**config.mk**
```make
export PLATFORM = sky130hd
export DESIGN_NAME = block_mover
export DESIGN_NICKNAME = d
export VERILOG_FILES = /design/src/hw/mover_pkg.sv /design/src/hw/block_mover.sv /design/src/hw/window_addr.sv
export SDC_FILE = /design/constraint.sdc
export NUM_CORES = 2
export LEC_CHECK = 0
export ABC_CLOCK_PERIOD_IN_PS = 17650
export BUFFER_PORTS_ARGS = -buffer_cell sky130_fd_sc_hd__buf_2
export CORE_MARGIN = 5
export CORE_UTILIZATION = 50
export CTS_BUF_LIST = sky130_fd_sc_hd__clkbuf_16
export DETAILED_ROUTE_END_ITERATION = 8
export PLACE_DENSITY_LB_ADDON = 0.1
export SETUP_SLACK_MARGIN = 0.02
export SYNTH_ARGS = -nofsm -noshare
export SYNTH_HDL_FRONTEND = slang
export SYNTH_SLANG_ARGS = --single-unit
```
**constraint.sdc**
```tcl
create_clock -name clock -period 17.65 [get_ports clock]
set_input_delay 4.4125 -clock clock [delete_from_list [all_inputs] [get_ports clock]]
set_output_delay 4.4125 -clock clock [all_outputs]
set_load 0.01 [all_outputs]
```
**src/hw/mover_pkg.sv**
```systemverilog
// Shared constants, states and carriers for the pixel block mover
package mover_pkg;

	// ----------------------------------------------------------------
	// Widths
	// ----------------------------------------------------------------
	localparam int ADDR_W = 24;
	localparam int DATA_W = 64;
	localparam int PHRASE_BITS = 64;
	localparam int FLAG_W = 10;

	// ----------------------------------------------------------------
	// Register indices on the software port
	// ----------------------------------------------------------------
	localparam logic [4:0] REG_WIN_BASE = 5'h00;
	localparam logic [4:0] REG_WIN_FLAGS = 5'h01;
	localparam logic [4:0] REG_WIN_SIZE = 5'h02;
	localparam logic [4:0] REG_WIN_PTR = 5'h03;
	localparam logic [4:0] REG_WIN_STEP = 5'h04;
	localparam logic [4:0] REG_WIN_FRAC = 5'h05;
	localparam logic [4:0] REG_WIN_INC = 5'h06;
	localparam logic [4:0] REG_WIN_FINC = 5'h07;
	localparam logic [4:0] REG_WIN_FSTEP = 5'h08;
	localparam logic [4:0] REG_SEC_BASE = 5'h09;
	localparam logic [4:0] REG_SEC_FLAGS = 5'h0A;
	localparam logic [4:0] REG_SEC_PTR = 5'h0B;
	localparam logic [4:0] REG_SEC_STEP = 5'h0C;
	localparam logic [4:0] REG_COUNT = 5'h0D;
	localparam logic [4:0] REG_CMD = 5'h0E;
	localparam logic [4:0] REG_STATUS = 5'h0F;
	localparam logic [4:0] REG_SRC_LO = 5'h10;
	localparam logic [4:0] REG_SRC_HI = 5'h11;
	localparam logic [4:0] REG_DST_LO = 5'h12;
	localparam logic [4:0] REG_DST_HI = 5'h13;
	localparam logic [4:0] REG_PAT_LO = 5'h14;
	localparam logic [4:0] REG_PAT_HI = 5'h15;

	// ----------------------------------------------------------------
	// Field positions
	// ----------------------------------------------------------------
	localparam int FL_ADDC = 0;
	localparam int FL_PSIZE = 1;
	localparam int FL_WIDTH = 4;
	localparam int CMD_SOURCE_READ_ENABLE = 0;
	localparam int CMD_EXTRA_SOURCE_READ_FLAG = 1;
	localparam int CMD_DSTEN = 2;
	localparam int CMD_CLIP = 3;
	localparam int CMD_EXPAND = 4;
	localparam int CMD_ROTATE = 5;
	localparam int CMD_PATSEL = 16;
	localparam int CMD_LFU = 21;
	localparam int STAT_IDLE = 0;
	localparam logic [3:0] LFU_COPY = 4'hC;
	localparam logic [2:0] PSIZE_8 = 3'h3;
	localparam logic [2:0] PSIZE_16 = 3'h4;

	// ----------------------------------------------------------------
	// Types
	// ----------------------------------------------------------------
	typedef enum logic [2:0] {
		ST_IDLE = 3'h0,
		ST_SREAD = 3'h1,
		ST_DREAD = 3'h3,
		ST_WRITE = 3'h2,
		ST_STEP = 3'h6,
		ST_XREAD = 3'h4
	} blit_state_e;

	typedef struct packed {
		logic [15:0] y;
		logic [15:0] x;
	} xy_s;

	typedef struct packed {
		logic we;
		logic [ADDR_W-1:0] addr;
		logic [DATA_W-1:0] data;
		logic [DATA_W-1:0] mask;
	} mem_req_s;

	typedef struct packed {
		blit_state_e fsm;
		logic mvalid;
		mem_req_s mreq;
		logic [ADDR_W-1:0] wbase;
		logic [ADDR_W-1:0] sbase;
		logic [FLAG_W-1:0] wflags;
		logic [FLAG_W-1:0] sflags;
		xy_s wsize;
		xy_s wptr;
		xy_s wfrac;
		xy_s wstep;
		xy_s wfstep;
		xy_s winc;
		xy_s wfinc;
		xy_s sptr;
		xy_s sstep;
		logic [31:0] count;
		logic [31:0] cmd;
		logic [16:0] inner;
		logic [16:0] outer;
		logic [DATA_W-1:0] srcd;
		logic [DATA_W-1:0] srcp;
		logic [DATA_W-1:0] dstd;
		logic [DATA_W-1:0] patd;
		logic [DATA_W-1:0] dread;
		logic [2:0] bitsel;
		logic [5:0] xoff;
	} eng_s;

	localparam eng_s ENG_RESET = '0;

endpackage

```
**src/hw/block_mover.sv**
```systemverilog
// Address generation and sequencing of the pixel block mover
// What this block does
// - Linear copies move whole phrases, one per read and write cycle
// - Inner counter counts pixels; host sets outer count one for linear copies
// - Add control zero advances that pointer one phrase per access
// - Source read enable reads source; code 1100 copies; extra read if unaligned
// - Window address is X plus width times Y, without a multiplier
// - Width decodes as four-bit exponent and two mantissa bits, implicit one
// - Lines go in raster order; step value added after each line
// - Clipping suppresses writes outside the window yet keeps stepping
// - Expanded source bits mask painting; clear bits keep or paint background
// - Destination read keeps unpainted pixels; otherwise destination register is background
// - Expansion works per pixel always, per phrase at 8 and 16 bits
// - Bit selection counter resets whenever the inner loop exits
// - Rotation scans destination with second generator, source by fractional increments
// - In rotation, source window clipping gates destination writes
// - Status bit zero shows fully idle with last bus access done
`timescale 1ns/1ps
`default_nettype none
module block_mover (
	input wire logic clock,
	input wire logic nrst,
	input wire logic [4:0] reg_addr,
	input wire logic [31:0] reg_wdata,
	input wire logic reg_wr,
	input wire logic reg_rd,
	output logic [31:0] reg_rdata,
	output logic mem_valid,
	output var mover_pkg::mem_req_s mem_cmd,
	input wire logic mem_ack,
	input wire logic [63:0] mem_rdata
);
	mover_pkg::eng_s st_reg, st_next;
	logic [31:0] rdata_reg, rdata_next;
	logic [23:0] win_pa, sec_pa, src_addr, dst_addr;
	logic [5:0] win_bo, sec_bo, src_off, dst_off, sh;
	logic rot, dph, clip_out, do_write, idle;
	logic [2:0] dpsz, idx;
	logic [3:0] fn;
	logic [6:0] ppp, off_pix, avail, npix, nbits;
	logic [63:0] ones, rmask, aligned, lfu, dstv, outd, pm, wdata;
	logic [127:0] combined;

	// ----------------------------------------------------------------
	// Address generators
	// ----------------------------------------------------------------
	window_addr u_win (
		.base(st_reg.wbase),
		.width_code(st_reg.wflags[mover_pkg::FL_WIDTH +: 6]),
		.psize(st_reg.wflags[mover_pkg::FL_PSIZE +: 3]),
		.x(st_reg.wptr.x),
		.y(st_reg.wptr.y),
		.phrase_addr(win_pa),
		.bit_off(win_bo)
	);

	window_addr u_sec (
		.base(st_reg.sbase),
		.width_code(st_reg.sflags[mover_pkg::FL_WIDTH +: 6]),
		.psize(st_reg.sflags[mover_pkg::FL_PSIZE +: 3]),
		.x(st_reg.sptr.x),
		.y(st_reg.sptr.y),
		.phrase_addr(sec_pa),
		.bit_off(sec_bo)
	);

	function automatic logic [15:0] step_x(input logic [15:0] x,
		input logic [9:0] fl);
		logic [15:0] pp;
		pp = 16'(mover_pkg::PHRASE_BITS >> fl[mover_pkg::FL_PSIZE +: 3]);
		step_x = fl[mover_pkg::FL_ADDC] ? x + 16'h1 : (x & ~(pp - 16'h1)) + pp;
	endfunction

	// ----------------------------------------------------------------
	// Data path
	// ----------------------------------------------------------------
	always_comb begin
		rot = st_reg.cmd[mover_pkg::CMD_ROTATE];
		// Rotation swaps roles: second generator writes, window reads
		dst_addr = rot ? sec_pa : win_pa;
		dst_off = rot ? sec_bo : win_bo;
		src_addr = rot ? win_pa : sec_pa;
		src_off = rot ? win_bo : sec_bo;
		dpsz = rot ? st_reg.sflags[mover_pkg::FL_PSIZE +: 3]
			: st_reg.wflags[mover_pkg::FL_PSIZE +: 3];
		dph = !rot && !st_reg.wflags[mover_pkg::FL_ADDC];
		ppp = 7'(mover_pkg::PHRASE_BITS >> dpsz);
		off_pix = 7'(dst_off >> dpsz);
		avail = ppp - off_pix;
		// Pixels covered by this write: phrase remainder capped by the inner count, or one pixel
		npix = !dph ? 7'h1 : (st_reg.inner < 17'(avail))
			? st_reg.inner[6:0] : avail;
		nbits = 7'(npix << dpsz);
		ones = nbits[6] ? 64'hFFFFFFFFFFFFFFFF : (64'h1 << nbits[5:0]) - 64'h1;
		rmask = ones << dst_off;
		// Realign source pixels onto destination lanes
		sh = (st_reg.cmd[mover_pkg::CMD_EXTRA_SOURCE_READ_FLAG] ? st_reg.xoff : src_off)
			- dst_off;
		combined = {st_reg.srcd,
			st_reg.cmd[mover_pkg::CMD_EXTRA_SOURCE_READ_FLAG] ? st_reg.srcp : st_reg.srcd};
		aligned = 64'(combined >> sh);
		fn = st_reg.cmd[mover_pkg::CMD_LFU +: 4];
		dstv = st_reg.cmd[mover_pkg::CMD_DSTEN] ? st_reg.dread
			: st_reg.dstd;
		lfu = ({64{fn[0]}} & ~aligned & ~dstv) | ({64{fn[1]}} & ~aligned & dstv)
			| ({64{fn[2]}} & aligned & ~dstv)
			| ({64{fn[3]}} & aligned & dstv);
		outd = st_reg.cmd[mover_pkg::CMD_PATSEL] ? st_reg.patd : lfu;
		pm = '1;
		idx = '0;
		if (st_reg.cmd[mover_pkg::CMD_EXPAND]) begin
			if (!dph) begin
				pm = {64{st_reg.srcd[st_reg.bitsel]}};
			end else if (dpsz == mover_pkg::PSIZE_8
				|| dpsz == mover_pkg::PSIZE_16) begin
				for (int j = 0; j < 8; j++) begin
					idx = st_reg.bitsel - off_pix[2:0]
						+ ((dpsz == mover_pkg::PSIZE_16) ? 3'(j >> 1) : 3'(j));
					pm[j*8 +: 8] = {8{st_reg.srcd[idx]}};
				end
			end
		end
		wdata = (outd & pm) | (dstv & ~pm);
		clip_out = st_reg.cmd[mover_pkg::CMD_CLIP]
			&& (st_reg.wptr.x[15] || st_reg.wptr.y[15]
			|| st_reg.wptr.x >= st_reg.wsize.x
			|| st_reg.wptr.y >= st_reg.wsize.y);
		// Pixel mode with destination read leaves clear-bit pixels alone
		do_write = !clip_out && !(st_reg.cmd[mover_pkg::CMD_EXPAND] && !dph
			&& st_reg.cmd[mover_pkg::CMD_DSTEN]
			&& !st_reg.srcd[st_reg.bitsel]);
		idle = st_reg.fsm == mover_pkg::ST_IDLE && !st_reg.mvalid;
	end

	// ----------------------------------------------------------------
	// Registers and sequencer
	// ----------------------------------------------------------------
	always_comb begin
		st_next = st_reg;
		rdata_next = '0;
		if (reg_wr) begin
			case (reg_addr)
				mover_pkg::REG_WIN_BASE: st_next.wbase = reg_wdata[23:0];
				mover_pkg::REG_WIN_FLAGS: st_next.wflags = reg_wdata[9:0];
				mover_pkg::REG_WIN_SIZE: st_next.wsize = reg_wdata;
				mover_pkg::REG_WIN_PTR: st_next.wptr = reg_wdata;
				mover_pkg::REG_WIN_STEP: st_next.wstep = reg_wdata;
				mover_pkg::REG_WIN_FRAC: st_next.wfrac = reg_wdata;
				mover_pkg::REG_WIN_INC: st_next.winc = reg_wdata;
				mover_pkg::REG_WIN_FINC: st_next.wfinc = reg_wdata;
				mover_pkg::REG_WIN_FSTEP: st_next.wfstep = reg_wdata;
				mover_pkg::REG_SEC_BASE: st_next.sbase = reg_wdata[23:0];
				mover_pkg::REG_SEC_FLAGS: st_next.sflags = reg_wdata[9:0];
				mover_pkg::REG_SEC_PTR: st_next.sptr = reg_wdata;
				mover_pkg::REG_SEC_STEP: st_next.sstep = reg_wdata;
				mover_pkg::REG_COUNT: st_next.count = reg_wdata;
				mover_pkg::REG_SRC_LO: st_next.srcd[31:0] = reg_wdata;
				mover_pkg::REG_SRC_HI: st_next.srcd[63:32] = reg_wdata;
				mover_pkg::REG_DST_LO: st_next.dstd[31:0] = reg_wdata;
				mover_pkg::REG_DST_HI: st_next.dstd[63:32] = reg_wdata;
				mover_pkg::REG_PAT_LO: st_next.patd[31:0] = reg_wdata;
				mover_pkg::REG_PAT_HI: st_next.patd[63:32] = reg_wdata;
				mover_pkg::REG_CMD: begin
					if (idle) begin
						st_next.cmd = reg_wdata;
						st_next.inner = {st_reg.count[15:0] == 16'h0,
							st_reg.count[15:0]};
						st_next.outer = {st_reg.count[31:16] == 16'h0,
							st_reg.count[31:16]};
						st_next.bitsel = '0;
						st_next.fsm = (reg_wdata[mover_pkg::CMD_SOURCE_READ_ENABLE]
							&& reg_wdata[mover_pkg::CMD_EXTRA_SOURCE_READ_FLAG])
							? mover_pkg::ST_XREAD
							: reg_wdata[mover_pkg::CMD_SOURCE_READ_ENABLE] ? mover_pkg::ST_SREAD
							: reg_wdata[mover_pkg::CMD_DSTEN] ? mover_pkg::ST_DREAD
							: mover_pkg::ST_WRITE;
					end
				end
				default: ;
			endcase
		end
		if (reg_rd) begin
			case (reg_addr)
				mover_pkg::REG_WIN_PTR: rdata_next = st_reg.wptr;
				mover_pkg::REG_SEC_PTR: rdata_next = st_reg.sptr;
				mover_pkg::REG_CMD: rdata_next = st_reg.cmd;
				mover_pkg::REG_COUNT: rdata_next = st_reg.count;
				mover_pkg::REG_STATUS: rdata_next = {st_reg.inner[15:0], 12'h0,
					st_reg.fsm, idle};
				default: rdata_next = '0;
			endcase
		end
		case (st_reg.fsm)
			mover_pkg::ST_XREAD, mover_pkg::ST_SREAD, mover_pkg::ST_DREAD: begin
				if (!st_reg.mvalid) begin
					st_next.mvalid = 1'b1;
					st_next.mreq.we = 1'b0;
					st_next.mreq.addr = (st_reg.fsm == mover_pkg::ST_DREAD)
						? dst_addr : src_addr;
					st_next.mreq.data = '0;
					st_next.mreq.mask = '0;
				end else if (mem_ack) begin
					st_next.mvalid = 1'b0;
					if (st_reg.fsm == mover_pkg::ST_DREAD) begin
						st_next.dread = mem_rdata;
						st_next.fsm = mover_pkg::ST_WRITE;
					end else begin
						st_next.srcp = st_reg.srcd;
						st_next.srcd = mem_rdata;
					end
					if (st_reg.fsm == mover_pkg::ST_XREAD) begin
						// Extra read primes the source pipeline one phrase ahead
						st_next.xoff = src_off;
						st_next.sptr.x = step_x(st_reg.sptr.x, st_reg.sflags);
						st_next.fsm = mover_pkg::ST_SREAD;
					end else if (st_reg.fsm == mover_pkg::ST_SREAD) begin
						st_next.fsm = st_reg.cmd[mover_pkg::CMD_DSTEN]
							? mover_pkg::ST_DREAD : mover_pkg::ST_WRITE;
					end
				end
			end
			mover_pkg::ST_WRITE: begin
				if (!st_reg.mvalid && do_write) begin
					st_next.mvalid = 1'b1;
					st_next.mreq.we = 1'b1;
					st_next.mreq.addr = dst_addr;
					st_next.mreq.data = wdata;
					st_next.mreq.mask = rmask;
				end
				if ((!st_reg.mvalid && !do_write) || (st_reg.mvalid && mem_ack)) begin
					st_next.mvalid = 1'b0;
					if (rot) begin
						st_next.sptr.x = st_reg.sptr.x + 16'h1;
						{st_next.wptr.x, st_next.wfrac.x} = {st_reg.wptr.x,
							st_reg.wfrac.x} + {st_reg.winc.x, st_reg.wfinc.x};
						{st_next.wptr.y, st_next.wfrac.y} = {st_reg.wptr.y,
							st_reg.wfrac.y} + {st_reg.winc.y, st_reg.wfinc.y};
					end else begin
						st_next.wptr.x = step_x(st_reg.wptr.x, st_reg.wflags);
						if (st_reg.cmd[mover_pkg::CMD_SOURCE_READ_ENABLE]) begin
							st_next.sptr.x = step_x(st_reg.sptr.x, st_reg.sflags);
						end
					end
					st_next.inner = st_reg.inner - 17'(npix);
					st_next.bitsel = st_reg.bitsel + npix[2:0];
					st_next.fsm = (st_reg.inner <= 17'(npix)) ? mover_pkg::ST_STEP
						: st_reg.cmd[mover_pkg::CMD_SOURCE_READ_ENABLE] ? mover_pkg::ST_SREAD
						: st_reg.cmd[mover_pkg::CMD_DSTEN] ? mover_pkg::ST_DREAD
						: mover_pkg::ST_WRITE;
				end
			end
			mover_pkg::ST_STEP: begin
				st_next.sptr.x = st_reg.sptr.x + st_reg.sstep.x;
				st_next.sptr.y = st_reg.sptr.y + st_reg.sstep.y;
				{st_next.wptr.x, st_next.wfrac.x} = {st_reg.wptr.x, st_reg.wfrac.x}
					+ {st_reg.wstep.x, st_reg.wfstep.x};
				{st_next.wptr.y, st_next.wfrac.y} = {st_reg.wptr.y, st_reg.wfrac.y}
					+ {st_reg.wstep.y, st_reg.wfstep.y};
				st_next.bitsel = '0;
				st_next.inner = {st_reg.count[15:0] == 16'h0, st_reg.count[15:0]};
				st_next.outer = st_reg.outer - 17'h1;
				st_next.fsm = (st_reg.outer <= 17'h1) ? mover_pkg::ST_IDLE
					: st_reg.cmd[mover_pkg::CMD_EXTRA_SOURCE_READ_FLAG] ? mover_pkg::ST_XREAD
					: st_reg.cmd[mover_pkg::CMD_SOURCE_READ_ENABLE] ? mover_pkg::ST_SREAD
					: st_reg.cmd[mover_pkg::CMD_DSTEN] ? mover_pkg::ST_DREAD
					: mover_pkg::ST_WRITE;
			end
			mover_pkg::ST_IDLE: ;
			default: st_next.fsm = mover_pkg::ST_IDLE;
		endcase
	end

	always_ff @(posedge clock or negedge nrst) begin
		if (!nrst) begin
			st_reg <= mover_pkg::ENG_RESET;
			rdata_reg <= '0;
		end else begin
			st_reg <= st_next;
			rdata_reg <= rdata_next;
		end
	end

	assign reg_rdata = rdata_reg;
	assign mem_valid = st_reg.mvalid;
	assign mem_cmd = st_reg.mreq;
endmodule
`default_nettype wire

```
**src/hw/window_addr.sv**
```systemverilog
// Pixel to phrase address translation for one address generator
`timescale 1ns/1ps
`default_nettype none
module window_addr (
	input wire logic [23:0] base,
	input wire logic [5:0] width_code,
	input wire logic [2:0] psize,
	input wire logic [15:0] x,
	input wire logic [15:0] y,
	output logic [23:0] phrase_addr,
	output logic [5:0] bit_off
);
	logic signed [31:0] ys;
	logic signed [31:0] scaled;
	logic signed [31:0] pix;
	logic signed [31:0] bits;

	// Width is 1.mm x 2^eeee, so width*y is shifts and adds only
	always_comb begin
		ys = 32'(signed'(y));
		scaled = (ys <<< 2) + (width_code[1] ? (ys <<< 1) : 32'sh0)
			+ (width_code[0] ? ys : 32'sh0);
		scaled = (scaled <<< width_code[5:2]) >>> 2;
		pix = scaled + 32'(signed'(x));
		bits = pix <<< psize;
		phrase_addr = base + {bits[26:6], 3'h0};
		bit_off = bits[5:0];
	end
endmodule
`default_nettype wire

```
# Word-level counts from Yosys, hierarchy flattened
# Cells that the tools add are included.
# classes
addsub	34
order_cmp	14
eq_ne	31
shifts	12
mux	110
n_bitwise	22
reduce_logical	57
# op_table
cell	count
AND 64 bit	10
2-to-1 mux 32 bit	17
2-to-1 mux 128 bit	4
2-to-1 mux 64 bit	8
2-to-1 mux 418 bit	1
one-hot mux 154 bit (2 select lines)	1
OR 64 bit	4
adder 32 bit	6
NOT 64 bit	3
2-to-1 mux 16 bit	11
one-hot mux 32 bit (5 select lines)	1
2-to-1 mux 154 bit	1
2-to-1 mux 153 bit	1
2-to-1 mux 66 bit	2
one-hot mux 64 bit (2 select lines)	1
>> shifter 128 x 6 -> 64 bit	1
2-to-1 mux 24 bit	3
adder 16 bit	4
adder 18 x 32 -> 32 bit	2
<< shifter 1 x 6 -> 64 bit, first input constant	1
<< shifter 64 x 6 -> 64 bit	1
<<< shifter 32 x 4 -> 32 bit	2
subtractor 64 x 1 -> 64 bit, second input constant	1
less-than comparator 3 x 7 -> 1 bit, second input constant	9
57 further kinds	185
# word_totals
ff_bits	972
inputBits	106
output_inout_bits	186
word_cells	322

# Longest topological paths before layout
# depth
ltp_word	22
ltp_mapped	60
ltp_nobuf	55

# By module
# A second synthesis with hierarchy kept.
# hier_totals
cells_unflattened	9054
hier_area_um2	83142.2
# modules_own_cells
mod	instances	cells_per_inst	area_per_inst_um2	seq_area_each_um2
block_mover	1	7507	71752.6	24323.3
window_addr (u_sec)	1	769	5709.2	0.0
window_addr (u_win)	1	778	5680.4	0.0

# Least setup slack after synthesis
# Ideal clock, no wire load.
# synth_path
path_kind	register -> register
from	register st_reg[729] (netlist bit)
to	register st_reg (netlist bit mem_cmd[59])
t_arrival_ns	12.054
required_time_ns	17.519
slack_ns	5.464
stages_incl_launch_ff	54
n_path_buf	6
synth_period_minus_slack_ns	12.186
path_cell_list	dfrtp_1 -> clkbuf_1 -> nand2_1 -> fa_1 -> inv_1 -> ha_1 -> fa_1 -> xor2_1 -> mux4_2 -> o21ai_0 -> nor2_1 -> ha_1 -> o21ai_1 -> nor2_1 -> or2_1 -> a2111o_1 -> nand2_1 -> clkbuf_1 -> (+18 left out) -> nor4b_4 -> a21o_1 -> o41a_1 -> buf_2 -> nor4_2 -> nand3_1 -> ha_1 -> clkbuf_1 -> clkinv_1 -> a21oi_4 -> o2111ai_2 -> xnor2_2 -> mux2i_1 -> a211o_1 -> o221a_1 -> mux2_2 -> a221o_1 -> or3_1
# synth_between
elab_chain_len	18
# synth_rtl
item	line	source
start, declared	block_mover.sv:33	mover_pkg::eng_s st_reg, st_next;
start signal, assigned	block_mover.sv:275	st_reg <= mover_pkg::ENG_RESET;
start signal, assigned	block_mover.sv:278	st_reg <= st_next;
2-to-1 mux 32 bit *	window_addr.sv:22	+ (width_code[0] ? ys : 32'sh0);
adder 32 bit *	window_addr.sv:22	
<<< shifter 32 x 4 -> 32 bit *	window_addr.sv:23	scaled = (scaled <<< width_code[5:2]) >>> 2;
adder 30 x 16 -> 31 bit *	window_addr.sv:24	pix = scaled + 32'(signed'(x));
<<< shifter 31 x 3 -> 27 bit *	window_addr.sv:25	bits = pix <<< psize;
2-to-1 mux 6 bit *	block_mover.sv:81	dst_off = rot ? sec_bo : win_bo;
>> shifter 6 x 3 -> 7 bit	block_mover.sv:88	off_pix = 7'(dst_off >> dpsz);
subtractor 7 bit	block_mover.sv:89	avail = ppp - off_pix;
(+2 left out)	--	
2-to-1 mux 7 bit	block_mover.sv:91	npix = !dph ? 7'h1 : (st_reg.inner < 17'(avail))
<< shifter 7 x 3 -> 7 bit	block_mover.sv:93	nbits = 7'(npix << dpsz);
<< shifter 1 x 6 -> 64 bit	block_mover.sv:94	ones = nbits[6] ? 64'hFFFFFFFFFFFFFFFF : (64'h1 << nbits[5:0]) - 64'h1;
subtractor 64 x 1 -> 64 bit	block_mover.sv:94	
2-to-1 mux 64 bit	block_mover.sv:94	
<< shifter 64 x 6 -> 64 bit *	block_mover.sv:95	rmask = ones << dst_off;
2-to-1 mux 154 bit *	block_mover.sv:223	if (!st_reg.mvalid && do_write) begin
one-hot mux 154 bit (2 select lines) *	block_mover.sv:193	case (st_reg.fsm)
# Every way passes the cells marked *; elsewhere a longest branch is shown, timed or not. The select of a mux whose other input is x is not followed.
# A chain may end at the register's enable or synchronous reset.

# Final worst setup path
# layout_path
from	register st_reg[729] (netlist bit)
to	register st_reg (netlist bit mem_cmd[62])
# Same word-level chain as after synthesis.

==> impl_results.html <==
<table>
<tr><th>Metric</th><th>Value</th></tr>
<tr><th colspan="2">Outcome</th></tr>
<tr><td>Result of the run</td><td>finished with violations</td></tr>
<tr><td>Violations in the final reports</td><td>design-rule violations</td></tr>
<tr><th colspan="2">Setup path</th></tr>
<tr><td>Terminus of the critical flop-to-flop path</td><td>mem_cmd[62]$_DFFE_PN0P_</td></tr>
<tr><td>Slack of the worst reg-to-reg path</td><td>2.93 ns</td></tr>
<tr><td>CP Launch Point</td><td>st_reg[729]$_DFFE_PN0P_</td></tr>
<tr><td>Top cell by count, worst path</td><td>ha_1</td></tr>
<tr><td>Data required time of the worst path</td><td>18.30 ns</td></tr>
<tr><td>Class of the most critical setup path</td><td>reg2reg</td></tr>
<tr><td>Cell at the slowest stage of the critical path</td><td>nor4b_4</td></tr>
<tr><td>Worst r2r src</td><td>st_reg[729]$_DFFE_PN0P_</td></tr>
<tr><td>Worst setup EP type</td><td>register</td></tr>
<tr><td>Type of origin of the critical path</td><td>register</td></tr>
<tr><td>Slowest stage delay, CP</td><td>between 0.6 and 0.7 ns</td></tr>
<tr><td>Critical Path Fanout Max</td><td>between 60 and 70</td></tr>
<tr><td>Setup crit end</td><td>mem_cmd[62]$_DFFE_PN0P_</td></tr>
<tr><td>R2R depth</td><td>between 40 and 50</td></tr>
<tr><td>Crit path DAT</td><td>about 15 ns</td></tr>
<tr><th colspan="2">Timing</th></tr>
<tr><td>Final setup skew</td><td>around 0.077 ns</td></tr>
<tr><td>Min Clock Period, post-route</td><td>between 10 and 15 ns</td></tr>
<tr><td>Slew at the pin with the worst max-slew slack</td><td>1.25 ns</td></tr>
<tr><td>Setup TNS</td><td>0 ns</td></tr>
<tr><td>Unrepaired setup endpoints after global routing</td><td>false</td></tr>
<tr><td>Final number of hold-violating endpoints</td><td>0</td></tr>
<tr><td>Final Max Slew Viols</td><td>0</td></tr>
<tr><td>Relative slew margins</td><td>0.163</td></tr>
<tr><td>Period utilization</td><td>0.834</td></tr>
<tr><td>Maximum operating frequency</td><td>67.9 MHz</td></tr>
<tr><td>Setup-failing EPs final</td><td>0</td></tr>
<tr><th colspan="2">Cells and area</th></tr>
<tr><td>Flip-flop count of the largest register, all copies and words added</td><td>~700</td></tr>
<tr><td>Sequential cell area</td><td>approximately 0.024 mm2</td></tr>
<tr><td>Net count of the finished layout</td><td>9198</td></tr>
<tr><td>Layout filler cell count</td><td>15068</td></tr>
<tr><td>Final design area excluding fillers</td><td>between 0.08 and 0.09 mm2</td></tr>
<tr><td>Area used by multi-input combinational logic</td><td>about 0.053 mm2</td></tr>
<tr><td>Layout-stage area growth over the synthesis result</td><td>7.74%</td></tr>
<tr><td>Share of layout cells above drive strength 1</td><td>0.193</td></tr>
<tr><th colspan="2">Clock network</th></tr>
<tr><td>Number of buffers inserted by post-CTS setup repair</td><td>0</td></tr>
<tr><td>Skew-Pair Late Insertion Delay</td><td>roughly 0.8 ns</td></tr>
<tr><td>Clock buffer count from CTS</td><td>116</td></tr>
<tr><td>Clock-pin slew on the worst setup and hold paths</td><td>~0.06 ns</td></tr>
<tr><td>CTS tree</td><td>yes</td></tr>
<tr><td>Number of buffers on the longest clock path</td><td>3</td></tr>
<tr><td>Number of sinks on the clock net</td><td>about 970</td></tr>
<tr><td>Hold buffers post-CTS</td><td>0</td></tr>
<tr><td>Number of gates given a new drive strength after cts</td><td>0</td></tr>
<tr><td>Root buffer selected by CTS</td><td>clkbuf_16</td></tr>
<tr><td>H-Tree Level Count</td><td>3</td></tr>
<tr><th colspan="2">Yosys</th></tr>
<tr><td>Most numerous cell in the Yosys netlist</td><td>nand2_1</td></tr>
<tr><td>Count of yosys warnings during synthesis</td><td>0</td></tr>
<tr><td>Fraction of synthesized area in multiplexers</td><td>0.224</td></tr>
<tr><td>Largest family of logic cells by synthesized area</td><td>multiplexers</td></tr>
<tr><td>Syn_nets</td><td>~9400</td></tr>
<tr><td>Cell count after synthesis</td><td>8889</td></tr>
<tr><td>Simple logic cell fraction of the synthesized area</td><td>0.136</td></tr>
<tr><td>Top cell type's share of synthesized area</td><td>0.299</td></tr>
<tr><td>Average footprint of a synthesized cell</td><td>approximately 9.1 um2</td></tr>
<tr><td>Total standard cell area after synthesis</td><td>between 0.08 and 0.09 mm2</td></tr>
<tr><td>Number of distinct standard cells referenced by the synthesized netlist</td><td>around 110</td></tr>
<tr><td>Cell types with the largest area share after synthesis</td><td>dfrtp_1 (30%), mux2_2 (9.6%), mux2i_1 (6.7%), mux4_2 (6.0%), ha_1 (5.6%)</td></tr>
<tr><td>Synthesized-area fraction occupied by xor and xnor cells</td><td>0.0356</td></tr>
<tr><td>Adder and majority cell fraction of the synthesized area</td><td>0.0679</td></tr>
<tr><td>Proportion of synthesized flip-flops having asynchronous set or reset</td><td>1.00</td></tr>
<tr><td>Dominant register cell in the synthesized netlist</td><td>dfrtp_1</td></tr>
<tr><td>Library cell with the largest summed area after synthesis</td><td>dfrtp_1</td></tr>
<tr><td>Top cells by count, synth</td><td>nand2_1 (1068), dfrtp_1 (972), mux2_2 (691), nor2_1 (625), mux2i_1 (546)</td></tr>
<tr><td>EDFF count, synth</td><td>0</td></tr>
<tr><td>Register area share after synthesis</td><td>0.299</td></tr>
<tr><td>Post-synthesis register bit count</td><td>972</td></tr>
<tr><td>Compound-cell area share of the yosys netlist</td><td>0.183</td></tr>
<tr><th colspan="2">Placed design</th></tr>
<tr><td>Area after detailed placement</td><td>approximately 0.084 mm2</td></tr>
<tr><td>Port buffer count</td><td>between 200 and 300</td></tr>
<tr><td>Gp weighted congestion</td><td>0.959</td></tr>
<tr><td>HPWL after DPL</td><td>228 mm</td></tr>
<tr><th colspan="2">Route</th></tr>
<tr><td>Aggregate routed wire length</td><td>between 300 and 400 mm</td></tr>
<tr><td>Post-route antenna net violation count</td><td>0</td></tr>
<tr><td>Vias per cell</td><td>approximately 6.7</td></tr>
<tr><td>Number of design-rule violations left by the first detailed-router iteration</td><td>slightly above 9000</td></tr>
<tr><td>Routed length per instance</td><td>between 20 and 30 um</td></tr>
<tr><td>Detailed-route DRC error count</td><td>2</td></tr>
<tr><td>Number of detailed-route iterations in the first pass</td><td>9</td></tr>
<tr><td>Via total after detailed routing</td><td>about 73000</td></tr>
<tr><th colspan="2">Flow run</th></tr>
<tr><td>Maximum Capacitance Violations</td><td>0</td></tr>
<tr><th colspan="2">Global routing</th></tr>
<tr><td>Pin count of the biggest net entering global routing</td><td>about 190</td></tr>
<tr><td>GRT Total Usage</td><td>0.363</td></tr>
<tr><td>Initial antenna violation count</td><td>48</td></tr>
<tr><td>Number of global-route vias before repair</td><td>roughly 69000</td></tr>
<tr><td>Global route total overflow</td><td>0</td></tr>
<tr><td>Wire length of the first global-routing pass</td><td>approximately 470 mm</td></tr>
<tr><th colspan="2">Hold path</th></tr>
<tr><td>Number of stages on the worst hold path</td><td>2</td></tr>
<tr><td>Path category of the worst min-delay check</td><td>reg2reg</td></tr>
<tr><th colspan="2">Floorplan</th></tr>
<tr><td>Number of placement rows</td><td>148</td></tr>
<tr><td>Effective utilization at floorplan</td><td>0.501</td></tr>
<tr><td>Area of the core</td><td>between 0.15 and 0.2 mm2</td></tr>
<tr><td>Width of the chip</td><td>about 410 um</td></tr>
<tr><td>Number of I/O pins</td><td>a little under 300</td></tr>
<tr><td>Die area</td><td>~0.17 mm2</td></tr>
<tr><td>Vertical die dimension</td><td>~410 um</td></tr>
</table>
==> kinds of logic after synthesis <==
group,Yosys count
AND/OR/NAND/NOR,2479
adder cells (fa/ha/maj),411
AO/OA/AOI/OAI,2228
XOR/XNOR,329
flip-flops,972
multiplexers,1455
buffers and inverters,1015
==> layout make-up <==
class                           instances  share of cell area
Multi-Input combinational cell       6902               0.602
Sequential cell                       972               0.278
Timing Repair Buffer                  479              0.0336
Tap cell                             2175              0.0311
Inverter                              210             0.00901
Clock buffer                          118              0.0337
Antenna cell                           14            0.000400
Clock inverter                         98              0.0116
==> per-stage QoR <==
step	hold WS [ns]	util	setup WS [ns]	cells
finish	0.470	0.539	2.93	10968
global route	0.487	0.539	2.04	10954
CTS	0.478	0.539	3.20	10954
detailed placement	0.463	0.515	3.26	10738
global placement	0.453	0.515	3.33	10738
floorplan	0.440	-	5.46	8889
==> metal layers <==
layer | global-route usage | routed length, um
met1 | 0.515 | 135000
met2 | 0.539 | 136000
met3 | 0.0849 | 33400
met4 | 0.134 | 13800
met5 | 0 | 131
==> placed cells by master, fill, tap and decap left out, drive strengths merged, types with 155 or more instances in the layout <==
cell type	n
nor2	627
mux4	218
nand3	155
mux2i	546
o21ai	554
xnor2	223
mux2	691
dfrtp	972
nand2	1069
buf	479
nor3	176
a21oi	498
inv	232
ha	361
==> critical path: cells and delay by family (launching register included) <==
kind | cells | cell delay (ns)
adders and majority gates | 7 | 3.01
muxes | 3 | 1.00
AOI/OAI and AO/OA | 14 | 4.16
and+or+nand+nor | 15 | 3.25
xor gates and xnor gates | 3 | 0.55
buffers and inverters | 5 | 1.90
DFF | 1 | 0.61
==> worst min path at each step <==
stage                               endpoint                      from
finish              mem_cmd[139]$_DFFE_PN0P_  mem_cmd[139]$_DFFE_PN0P_
global route         st_reg[394]$_DFFE_PN0P_   st_reg[394]$_DFFE_PN0P_
CTS                  st_reg[390]$_DFFE_PN0P_   st_reg[390]$_DFFE_PN0P_
detailed placement   st_reg[388]$_DFFE_PN0P_   st_reg[388]$_DFFE_PN0P_
global placement       st_reg[1]$_DFFE_PN0P_     st_reg[1]$_DFFE_PN0P_
floorplan              st_reg[4]$_DFFE_PN0P_     st_reg[4]$_DFFE_PN0P_
Power is not shown: default switching activity piles up to over one toggle a cycle in this logic, so the estimate is an artifact.
